**config.mk**
```make
export PLATFORM = sky130hd
export DESIGN_NAME = acc_conv_ctrl
export DESIGN_NICKNAME = d
export VERILOG_FILES = /design/src/acc_pkg.sv /design/src/acc_conv_ctrl.sv
export VERILOG_INCLUDE_DIRS = /design/src
export SDC_FILE = /design/constraint.sdc
export NUM_CORES = 1
export LEC_CHECK = 0
export BUFFER_PORTS_ARGS = -buffer_cell sky130_fd_sc_hd__buf_2
export CELL_PAD_IN_SITES_DETAIL_PLACEMENT = 0
export CELL_PAD_IN_SITES_GLOBAL_PLACEMENT = 2
export CORE_MARGIN = 5
export CORE_UTILIZATION = 30
export CTS_BUF_LIST = sky130_fd_sc_hd__clkbuf_16
export CTS_CLUSTER_SIZE = 28
export DETAILED_ROUTE_END_ITERATION = 10
export MAX_ROUTING_LAYER = met4
export PLACE_DENSITY = 0.66
export SLEW_MARGIN = 15
export SYNTH_ARGS = -nofsm -noshare
export SYNTH_HDL_FRONTEND = slang
export SYNTH_SLANG_ARGS = --single-unit
```
**constraint.sdc**
```tcl
create_clock -name clk -period 10.06 [get_ports clk]
set_input_delay 1.509 -clock clk [delete_from_list [all_inputs] [get_ports clk]]
set_output_delay 1.509 -clock clk [all_outputs]
set_load 0.01 [all_outputs]
```
**src/acc_defines.svh**
```systemverilog
// Register offsets, field positions, reset values and timing counts of the converter control block
`ifndef ACC_DEFINES_SVH
`define ACC_DEFINES_SVH
`define ACC_OFS_CTRLA      8'h00
`define ACC_OFS_CTRLB      8'h01
`define ACC_OFS_CTRLC      8'h02
`define ACC_OFS_CTRLD      8'h03
`define ACC_OFS_CTRLE      8'h04
`define ACC_OFS_SAMPCTRL   8'h05
`define ACC_OFS_POSSEL     8'h08
`define ACC_OFS_NEGSEL     8'h09
`define ACC_OFS_COMMAND    8'h0a
`define ACC_OFS_EVCTRL     8'h0b
`define ACC_OFS_INTEN      8'h0c
`define ACC_OFS_FLAGS      8'h0d
`define ACC_OFS_DBGCTRL    8'h0e
`define ACC_OFS_RES_LO     8'h10
`define ACC_OFS_RES_HI     8'h11
`define ACC_OFS_WINLO_LO   8'h12
`define ACC_OFS_WINLO_HI   8'h13
`define ACC_OFS_WINHI_LO   8'h14
`define ACC_OFS_WINHI_HI   8'h15
`define ACC_OFS_STATUS     8'h16
`define ACC_BIT_ENABLE     0
`define ACC_BIT_FREERUN    1
`define ACC_BIT_DIFF       5
`define ACC_BIT_STBYRUN    7
`define ACC_BIT_START      0
`define ACC_BIT_READY      0
`define ACC_BIT_WINDOW     1
`define ACC_RST_BYTE       8'h00
`define ACC_CONV_CYCLES    5'd13
`define ACC_SEL_W          7
`endif

```
**src/acc_pkg.sv**
```systemverilog
// Types shared by the converter control block
package acc_pkg;
	typedef enum logic [1:0] {ACC_IDLE, ACC_INIT, ACC_SAMPLE, ACC_CONVERT} acc_state_t;
	typedef struct packed {
		logic [7:0] addr;
		logic [7:0] wdata;
		logic       wr;
		logic       rd;
	} acc_bus_t;
	typedef struct packed {
		logic [6:0] pos;
		logic [6:0] neg;
	} acc_sel_t;
endpackage : acc_pkg

```
**src/acc_conv_ctrl.sv**
```systemverilog
// Converter control: channel latching, start, accumulation, window compare, flags, sleep and debug
`timescale 1ns/1ps
`include "acc_defines.svh"

module acc_conv_ctrl (
	input  wire logic                 clk,
	input  wire logic                 rst_b,
	input  wire acc_pkg::acc_bus_t    bus,
	output logic [7:0]                rdata,
	input  wire logic                 start_event,
	input  wire logic [11:0]          sample_data,
	input  wire logic                 debug_halt,
	input  wire logic                 standby,
	input  wire logic                 power_down,
	output acc_pkg::acc_sel_t         active_sel,
	output logic                      sample_enable,
	output logic                      result_ready_event,
	output logic                      result_ready_irq,
	output logic                      window_match_irq,
	output logic                      clock_request
);
	import acc_pkg::*;

	////////////////////////////////////////////////////////////////////////////////
	// Registers
	logic [7:0]  ctrla_q, ctrlb_q, ctrlc_q, ctrld_q, ctrle_q, sample_length_q, evctrl_q, inten_q, dbg_q;
	acc_sel_t    hold_sel_q;
	acc_sel_t    act_sel_q;
	logic        start_conversion_bit_q;
	logic [1:0]  flags_q;
	logic [15:0] res_q, winlo_q, winhi_q, acc_q;
	logic        res_invalid_q, halted_mid_q;
	logic        evt_q;
	logic [4:0]  prescale_q;
	logic [7:0]  cnt_q;
	logic [7:0]  nsamp_q;
	acc_state_t  state_q;
	logic        cclk_tick, run_ok, wr_cmd_start, evt_start, conv_done, win_hit;
	logic [4:0]  div_last;
	logic [7:0]  samp_total;

	wire wr_en = bus.wr;

	// Configuration writes; the command bit is handled with the converter
	always_ff @(posedge clk or negedge rst_b) begin
		if (!rst_b) begin
			ctrla_q   <= `ACC_RST_BYTE;
			ctrlb_q   <= `ACC_RST_BYTE;
			ctrlc_q   <= `ACC_RST_BYTE;
			ctrld_q   <= `ACC_RST_BYTE;
			ctrle_q   <= `ACC_RST_BYTE;
			sample_length_q <= `ACC_RST_BYTE;
			evctrl_q  <= `ACC_RST_BYTE;
			inten_q   <= `ACC_RST_BYTE;
			dbg_q     <= `ACC_RST_BYTE;
			winlo_q   <= 16'h0000;
			winhi_q   <= 16'h0000;
		end else if (wr_en) begin
			case (bus.addr)
				`ACC_OFS_CTRLA:    ctrla_q   <= bus.wdata;
				`ACC_OFS_CTRLB:    ctrlb_q   <= {5'h00, bus.wdata[2:0]};
				`ACC_OFS_CTRLC:    ctrlc_q   <= {4'h0, bus.wdata[3:0]};
				`ACC_OFS_CTRLD:    ctrld_q   <= bus.wdata;
				`ACC_OFS_CTRLE:    ctrle_q   <= {5'h00, bus.wdata[2:0]};
				`ACC_OFS_SAMPCTRL: sample_length_q <= bus.wdata;
				`ACC_OFS_EVCTRL:   evctrl_q  <= {7'h00, bus.wdata[0]};
				`ACC_OFS_INTEN:    inten_q   <= {6'h00, bus.wdata[1:0]};
				`ACC_OFS_DBGCTRL:  dbg_q     <= {7'h00, bus.wdata[0]};
				`ACC_OFS_WINLO_LO: winlo_q[7:0]  <= bus.wdata;
				`ACC_OFS_WINLO_HI: winlo_q[15:8] <= bus.wdata;
				`ACC_OFS_WINHI_LO: winhi_q[7:0]  <= bus.wdata;
				`ACC_OFS_WINHI_HI: winhi_q[15:8] <= bus.wdata;
				default: ;
			endcase
		end
	end

	// Holding register for the selections, written by software at any time
	always_ff @(posedge clk or negedge rst_b) begin
		if (!rst_b) begin
			hold_sel_q <= '0;
		end else if (wr_en && bus.addr == `ACC_OFS_POSSEL) begin
			hold_sel_q.pos <= bus.wdata[6:0];
		end else if (wr_en && bus.addr == `ACC_OFS_NEGSEL) begin
			hold_sel_q.neg <= bus.wdata[6:0];
		end
	end

	////////////////////////////////////////////////////////////////////////////////
	// Run permission: power-down always freezes progress; debug halt and standby freeze it unless debug run or run-in-standby is set
	always_comb begin
		run_ok = ctrla_q[`ACC_BIT_ENABLE]
			&& !(debug_halt && !dbg_q[0])
			&& !(standby && !ctrla_q[`ACC_BIT_STBYRUN])
			&& !power_down;
	end

	// Converter clock enable from the prescaler: divide by 2,4,8,12..28
	always_comb begin
		case (ctrlc_q[2:0])
			3'h0:    div_last = 5'd1;
			3'h1:    div_last = 5'd3;
			3'h2:    div_last = 5'd7;
			3'h3:    div_last = 5'd11;
			3'h4:    div_last = 5'd15;
			3'h5:    div_last = 5'd19;
			3'h6:    div_last = 5'd23;
			default: div_last = 5'd27;
		endcase
	end

	always_ff @(posedge clk or negedge rst_b) begin
		if (!rst_b) begin
			prescale_q <= 5'd0;
		end else if (!run_ok || prescale_q >= div_last) begin
			prescale_q <= 5'd0;
		end else begin
			prescale_q <= prescale_q + 5'd1;
		end
	end
	assign cclk_tick = run_ok && (prescale_q >= div_last);

	////////////////////////////////////////////////////////////////////////////////
	// Start sources; the event is already synchronous, so edge detect directly
	always_ff @(posedge clk or negedge rst_b) begin
		if (!rst_b) begin
			evt_q <= 1'b0;
		end else begin
			evt_q <= start_event;
		end
	end
	assign evt_start    = evctrl_q[0] && start_event && !evt_q;
	assign wr_cmd_start = wr_en && bus.addr == `ACC_OFS_COMMAND && bus.wdata[`ACC_BIT_START];

	// Samples per result: 1 << accumulation number
	assign samp_total = 8'h01 << ctrlb_q[2:0];

	////////////////////////////////////////////////////////////////////////////////
	// Conversion sequencer; steps only on converter clock ticks
	always_ff @(posedge clk or negedge rst_b) begin
		if (!rst_b) begin
			state_q <= ACC_IDLE;
			cnt_q   <= 8'h00;
			nsamp_q <= 8'h00;
		end else if (cclk_tick) begin
			case (state_q)
				ACC_IDLE: begin
					if (start_conversion_bit_q) begin
						nsamp_q <= 8'h00;
						if (ctrld_q[7:5] != 3'h0) begin
							state_q <= ACC_INIT;
							cnt_q   <= {5'h00, ctrld_q[7:5]} << 4;
						end else begin
							state_q <= ACC_SAMPLE;
							cnt_q   <= sample_length_q;
						end
					end
				end
				ACC_INIT: begin
					if (cnt_q == 8'h00) begin
						state_q <= ACC_SAMPLE;
						cnt_q   <= sample_length_q;
					end else begin
						cnt_q <= cnt_q - 8'h01;
					end
				end
				ACC_SAMPLE: begin
					if (cnt_q == 8'h00) begin
						state_q <= ACC_CONVERT;
						cnt_q   <= {3'h0, `ACC_CONV_CYCLES};
					end else begin
						cnt_q <= cnt_q - 8'h01;
					end
				end
				ACC_CONVERT: begin
					if (cnt_q == 8'h00) begin
						nsamp_q <= nsamp_q + 8'h01;
						if (nsamp_q + 8'h01 < samp_total) begin
							state_q <= ACC_SAMPLE;
							cnt_q   <= sample_length_q;
						end else if (ctrla_q[`ACC_BIT_FREERUN]) begin
							state_q <= ACC_SAMPLE;
							nsamp_q <= 8'h00;
							cnt_q   <= sample_length_q;
						end else begin
							state_q <= ACC_IDLE;
						end
					end else begin
						cnt_q <= cnt_q - 8'h01;
					end
				end
				default: state_q <= ACC_IDLE;
			endcase
		end
	end

	// One sample's conversion ends on this tick
	wire samp_end = cclk_tick && state_q == ACC_CONVERT && cnt_q == 8'h00;
	assign conv_done = samp_end && (nsamp_q + 8'h01 >= samp_total);
	assign sample_enable = (state_q == ACC_SAMPLE);

	// Start bit: set by software or event, cleared when a result completes
	always_ff @(posedge clk or negedge rst_b) begin
		if (!rst_b) begin
			start_conversion_bit_q <= 1'b0;
		end else if (wr_cmd_start || evt_start) begin
			start_conversion_bit_q <= 1'b1;
		end else if (conv_done) begin
			start_conversion_bit_q <= 1'b0;
		end
	end

	////////////////////////////////////////////////////////////////////////////////
	// Active selection copies holding register in idle, in init and at convert count zero; it holds while sampling and counting down
	always_ff @(posedge clk or negedge rst_b) begin
		if (!rst_b) begin
			act_sel_q <= '0;
		end else if (state_q == ACC_IDLE || state_q == ACC_INIT
			|| (state_q == ACC_CONVERT && cnt_q == 8'h00)) begin
			act_sel_q.pos <= hold_sel_q.pos;
			act_sel_q.neg <= ctrla_q[`ACC_BIT_DIFF] ? hold_sel_q.neg : '0;
		end
	end
	assign active_sel = act_sel_q;

	////////////////////////////////////////////////////////////////////////////////
	// Accumulator and result; a conversion interrupted by power-down marks the result invalid
	always_ff @(posedge clk or negedge rst_b) begin
		if (!rst_b) begin
			acc_q         <= 16'h0000;
			res_q         <= 16'h0000;
			halted_mid_q  <= 1'b0;
			res_invalid_q <= 1'b0;
		end else begin
			if (power_down && state_q != ACC_IDLE) begin
				halted_mid_q <= 1'b1;
			end
			if (samp_end) begin
				if (nsamp_q == 8'h00) begin
					acc_q <= {4'h0, sample_data};
				end else begin
					acc_q <= acc_q + {4'h0, sample_data};
				end
			end
			if (conv_done) begin
				res_q         <= (nsamp_q == 8'h00) ? {4'h0, sample_data} : acc_q + {4'h0, sample_data};
				res_invalid_q <= halted_mid_q || (power_down && state_q != ACC_IDLE);
				halted_mid_q  <= 1'b0;
			end
		end
	end

	// Window test on the final total only
	wire [15:0] total = (nsamp_q == 8'h00) ? {4'h0, sample_data} : acc_q + {4'h0, sample_data};
	always_comb begin
		case (ctrle_q[2:0])
			3'h1:    win_hit = total < winlo_q;
			3'h2:    win_hit = total > winhi_q;
			3'h3:    win_hit = total > winlo_q && total < winhi_q;
			3'h4:    win_hit = total < winlo_q || total > winhi_q;
			default: win_hit = 1'b0;
		endcase
	end

	////////////////////////////////////////////////////////////////////////////////
	// Flags: hardware set wins over a same-cycle write-one clear
	wire       flag_wr = wr_en && bus.addr == `ACC_OFS_FLAGS;
	wire [1:0] flag_set = {conv_done && win_hit, conv_done};
	always_ff @(posedge clk or negedge rst_b) begin
		if (!rst_b) begin
			flags_q <= 2'b00;
		end else begin
			flags_q <= flag_set | (flags_q & ~(flag_wr ? bus.wdata[1:0] : 2'b00));
		end
	end

	// Requests are levels held while flag and enable both stand
	assign result_ready_irq = flags_q[`ACC_BIT_READY] && inten_q[`ACC_BIT_READY];
	assign window_match_irq = flags_q[`ACC_BIT_WINDOW] && inten_q[`ACC_BIT_WINDOW];

	// Event pulse registered so it lasts exactly one clock
	always_ff @(posedge clk or negedge rst_b) begin
		if (!rst_b) begin
			result_ready_event <= 1'b0;
		end else begin
			result_ready_event <= conv_done;
		end
	end

	// Clock requested only while work is pending
	assign clock_request = ctrla_q[`ACC_BIT_ENABLE] && (start_conversion_bit_q || state_q != ACC_IDLE);

	////////////////////////////////////////////////////////////////////////////////
	// Read port, data in the cycle after the strobe
	always_ff @(posedge clk or negedge rst_b) begin
		if (!rst_b) begin
			rdata <= 8'h00;
		end else if (bus.rd) begin
			case (bus.addr)
				`ACC_OFS_CTRLA:    rdata <= ctrla_q;
				`ACC_OFS_CTRLB:    rdata <= ctrlb_q;
				`ACC_OFS_CTRLC:    rdata <= ctrlc_q;
				`ACC_OFS_CTRLD:    rdata <= ctrld_q;
				`ACC_OFS_CTRLE:    rdata <= ctrle_q;
				`ACC_OFS_SAMPCTRL: rdata <= sample_length_q;
				`ACC_OFS_POSSEL:   rdata <= {1'b0, hold_sel_q.pos};
				`ACC_OFS_NEGSEL:   rdata <= {1'b0, hold_sel_q.neg};
				`ACC_OFS_COMMAND:  rdata <= {7'h00, start_conversion_bit_q};
				`ACC_OFS_EVCTRL:   rdata <= evctrl_q;
				`ACC_OFS_INTEN:    rdata <= inten_q;
				`ACC_OFS_FLAGS:    rdata <= {6'h00, flags_q};
				`ACC_OFS_DBGCTRL:  rdata <= dbg_q;
				`ACC_OFS_RES_LO:   rdata <= res_q[7:0];
				`ACC_OFS_RES_HI:   rdata <= res_q[15:8];
				`ACC_OFS_WINLO_LO: rdata <= winlo_q[7:0];
				`ACC_OFS_WINLO_HI: rdata <= winlo_q[15:8];
				`ACC_OFS_WINHI_LO: rdata <= winhi_q[7:0];
				`ACC_OFS_WINHI_HI: rdata <= winhi_q[15:8];
				`ACC_OFS_STATUS:   rdata <= {6'h00, res_invalid_q, state_q != ACC_IDLE};
				default:           rdata <= 8'h00;
			endcase
		end else begin
			rdata <= 8'h00;
		end
	end

	////////////////////////////////////////////////////////////////////////////////
	// Checks
	a_event_one_cycle: assert property (@(posedge clk) disable iff (!rst_b)
		result_ready_event |=> !result_ready_event)
		else $error("result event longer than one cycle");
	a_event_sets_flag: assert property (@(posedge clk) disable iff (!rst_b)
		$rose(result_ready_event) |-> flags_q[`ACC_BIT_READY] && !start_conversion_bit_q)
		else $error("completion did not set flag or clear start");
	a_irq_level: assert property (@(posedge clk) disable iff (!rst_b)
		result_ready_irq == (flags_q[0] && inten_q[0]))
		else $error("ready request mismatch");
	a_win_off: assert property (@(posedge clk) disable iff (!rst_b)
		(ctrle_q[2:0] == 3'h0) |=> !$rose(flags_q[`ACC_BIT_WINDOW]))
		else $error("window flag set while disabled");
	a_win_once: assert property (@(posedge clk) disable iff (!rst_b)
		$rose(flags_q[`ACC_BIT_WINDOW]) |-> $past(conv_done))
		else $error("window flag set before accumulation end");
	a_sel_frozen: assert property (@(posedge clk) disable iff (!rst_b)
		(state_q == ACC_SAMPLE && $past(state_q) == ACC_SAMPLE) |-> $stable(act_sel_q))
		else $error("selection changed during sampling");
	a_event_start: assert property (@(posedge clk) disable iff (!rst_b)
		evt_start |=> start_conversion_bit_q)
		else $error("event did not set start bit");
	a_debug_halt: assert property (@(posedge clk) disable iff (!rst_b)
		(debug_halt && !dbg_q[0]) |-> !cclk_tick)
		else $error("converter ran during debug halt");
	a_power_down: assert property (@(posedge clk) disable iff (!rst_b)
		power_down |=> $stable(state_q) && $stable(cnt_q))
		else $error("conversion progressed in power-down");
	a_standby: assert property (@(posedge clk) disable iff (!rst_b)
		(standby && !ctrla_q[`ACC_BIT_STBYRUN]) |-> !cclk_tick)
		else $error("converter ran in standby without permission");
endmodule : acc_conv_ctrl

```
==> impl_metrics.toml <==
[cts]
htree_num_levels = 4
cts_root_buf = "clkbuf_16"
clkSlewWorstSetupHoldPaths_ns = 0.07
cts_setup_buffers = 0
cts_tree = "built"
cts_sinks = 168
postCtsHoldBufs = 0
ctsLongestPathBuffers = 2
insertion_delay_ns = 0.44
cts_buffers = 17
post_cts_resized = 0

[setup_path]
startpoint_type = "input port"
worstPathCellList = "buf_2 > ha_1 > inv_1 > fa_1 > nor2b_1 > o2111ai_1 > a211oi_1 > o21ai_0 > xor2_1 > nor2_1 > ha_1 > nand4_1 > or4_1 > o311ai_0 > a31oi_1"
critPathKind = "input port to register"
crit_top_cell = "ha_1"
r2r-start = "acc_q[0]"
cpMaxStageDelayCell = "or4_1"
cp_data_required_time_ns = 10.37
cp_data_arrival_time_ns = 5.27
r2r_cells = 14
r2r-end = "flags_q[1]"
path_max_fanout = 4
worstSetupEndpointType = "register"
rrSetupSlack_ns = 5.92
worst_path_largest_cell_delay_ns = 0.56

[detailed_routing]
avgRoutedWirePerCell_um = 20.9
routed_wl_um = 31900
vias = 8001
antenna_left = 0
firstDrtPassIters = 7
drtIter0Drc = 590
via_per_inst = 5.24
drc = 0

[sta]
setup_slack_ns = 5.10
rsz0062_at_grt = "no"
period_needed_ns = 4.96
setup_violations = 0
report.final.slew_viol_count = 0
fmax_ghz = 0.202
worst-slew-pin-transition_ns = 1.13
finalCritPeriodShare_pct = 49.3
tns_ns = 0
hold_viol_final = 0
fin_skew_ns = 0.0133
hold_ws_ns = 0.458
relSlewSlack_pct = 24.6

[yosys]
synthMuxAreaShare_pct = 12.0
synth_compound_area_share_pct = 16.2
synthesis.instances = 1028
synth_edf_count = 0
yosysWarnings = 0
synthSimpleGateAreaFrac_pct = 15.7
synthArstFlopShare_pct = 100
synth_top_area_share_pct = 42.2
yosys.area_share.adder_pct = 7.86
synth-xor-area-share_pct = 2.11
synth_area_um2 = 9970
yosysSeqAreaShare_pct = 42.2
ys_ff_latch = 168
synth_top_family_by_area = "compound AO/OA/AOI/OAI gates"
yosys-top-cells-area = "dfrtp_1, mux2_2, ha_1, nand2_1, o21ai_0"
synth_area_leader_cell = "dfrtp_1"
yosysUniqueCellTypes = 75
synth_ff_type = "dfrtp_1"
synth_nets = 1126
avgSynthCellArea_um2 = 9.70

[outcome]
status = "finished, final reports clean"

[floorplanning]
die_area_um2 = 37000
fp.coreArea_um2 = 32700
die_x_um = 192
start_util_pct = 30.5
placementRows = 66
io_pins = 63
die_h_um = 192

[power_and_ir_drop]
peakVddDrop_uv = 122
leakage_nw = 5.07
pwr-share-seq_pct = 49.6
internal_power_w = 0.00105
power_switching_w = 0.000389
swShare_pct = 27.0
p_comb_share_pct = 8.7
p_clk_share_pct = 41.6
cellPowerDensity_nw_per_um2 = 128

[global_routing]
grt_pass1_wl_um = 49700
grt_start_max_net_pins = 66
gr-total-overflow = 0
grt_pass1_vias = 7930
grt_use_total_pct = 18.2
antenna_found_initial = 0

[finish]
final_util_pct = 34.3
nets = 1170
syn2layout_area_growth_pct = 12.6
diodes = 0
final_layout_size_suffix_gt1_share_pct = 18.9
n_fill_cell = 3459

[min_path]
holdPathStages = 2
hp-start = "active_sel[10]"
hp-class = "register to register"
holdPathEnd = "active_sel[10]"

[placed_design]
place.gp.congestion = 0.849
pre_cts_ws_ns = 4.62
numPortBuffers = 62
dp_hpwl_um = 23900

[flow_run]
maxCapViolCount = 0
cell families (layout without fill, tap and decap cells):
group,after synthesis,in the layout
simple gates,321,321
xor+xnor,24,24
buf+inv,99,156
flops,168,168
mux,106,106
compound gates,248,248
fa+ha+maj,62,62
critical path, delay by kind of cell:
kind	cells	cell delay [ns]
compound gates	5	1.42
xor+xnor	1	0.23
fa+ha+maj	3	0.94
buf+inv	2	0.16
simple gates	4	0.99
through the flow:
step / std cells / power, W / cell area, µm²
after floorplan: 1028 / 0.000791 / 9970
after global placement: 1495 / 0.000853 / 10700
after detailed placement: 1495 / 0.000853 / 10700
after CTS: 1527 / 0.00146 / 11200
after global routing: 1527 / 0.00150 / 11200
final: 1527 / 0.00144 / 11200
per-layer routing:
layer	GRT usage (%)	part of all wire, %	vias up
li1	-	-	3832
met1	25.4	49	4003
met2	28.5	47	145
met3	2.68	2.9	21
met4	3.35	1.1	0
met5	-	0	-
layout make-up:
type / count / area (µm²) / area share (%)
clock buffer: 17 / 425 / 3.79
multi-input combinational: 761 / 5370 / 47.9
timing repair buffer: 70 / 377 / 3.36
tap: 442 / 553 / 4.93
inverter: 54 / 203 / 1.81
sequential: 168 / 4200 / 37.5
clock inverter: 15 / 90.1 / 0.803
registers in the layout, indices dropped and copies added (netlist names), 3 cells and up:
| register | cells |
|---|---|
| acc_q | 16 |
| active_sel | 14 |
| cnt_q | 8 |
| ctrla_q | 8 |
| ctrlb_q | 3 |
| ctrlc_q | 4 |
| ctrld_q | 8 |
| ctrle_q | 3 |
| hold_sel_q | 14 |
| nsamp_q | 8 |
| prescale_q | 5 |
| rdata | 8 |
| res_q | 16 |
| sample_length_q | 8 |
| winhi_q | 16 |
| winlo_q | 16 |
worst max path at each step:
stage                   start    endpoint  slack, ns  cells after the start
2_1_floorplan  sample_data[0]  flags_q[1]       5.29                     14
3_3_place_gp   sample_data[0]  flags_q[1]       4.68                     16
3_5_place_dp   sample_data[0]  flags_q[1]       4.62                     15
4_1_cts        sample_data[0]  flags_q[1]       5.09                     15
5_1_grt        sample_data[0]  flags_q[1]       4.68                     17
6_report       sample_data[0]  flags_q[1]       5.10                     15
layout by cell type (no fill, tap or decap), types with 9 or more instances in the layout:
cell type / netlist / final
a31oi_1: 16 / 16
buf_2: 9 / 61
nand2b_1: 11 / 11
xor2_1: 11 / 11
dfrtp_1: 168 / 168
a21oi_1: 55 / 55
mux2i_1: 14 / 14
inv_1: 54 / 55
nor2b_1: 10 / 10
clkbuf_16: 0 / 17
a22oi_1: 13 / 13
nand3_1: 40 / 40
nand2_1: 122 / 122
nand4_1: 10 / 10
xnor2_1: 13 / 13
ha_1: 61 / 61
a21o_1: 9 / 9
o21ai_0: 70 / 70
nor3_1: 17 / 17
and3_1: 13 / 13
nor2_1: 54 / 54
mux2_2: 89 / 89
Yosys cell counts, types with 3 or more instances:
library cell	count
a221oi_1	8
nor3_1	17
nand2_1	122
xnor2_1	13
a21o_1	9
a31oi_1	16
nor2b_1	10
clkbuf_1	31
o22ai_1	3
a22oi_1	13
a211o_1	3
a32o_1	6
mux2i_1	14
nor2_1	54
buf_2	9
inv_1	54
o211ai_1	5
ha_1	61
o21ai_0	70
a22o_1	8
and2_1	5
o21a_1	4
or4_1	5
nand3_1	40
dfrtp_1	168
or2_2	4
nand2b_1	11
nor3b_1	4
nor4_1	5
o21bai_1	3
a21oi_1	55
a211oi_1	8
nand3b_1	6
and3_1	13
o31ai_1	6
a221o_1	3
mux2_2	89
a2111oi_0	3
buf_1	3
xor2_1	11
nand4_1	10
a32oi_1	4
power by group through the flow:
stage	Combinational, W	Clock, W	Sequential (W)
final	0.000126	0.000599	0.000714
after global routing	0.000141	0.000643	0.000716
after CTS	0.000128	0.000620	0.000713
after detailed placement	0.000127	0	0.000726
after global placement	0.000127	0	0.000726
after floorplan	0.0000746	0	0.000716
Note: power is estimated with default switching activity, not from simulation.
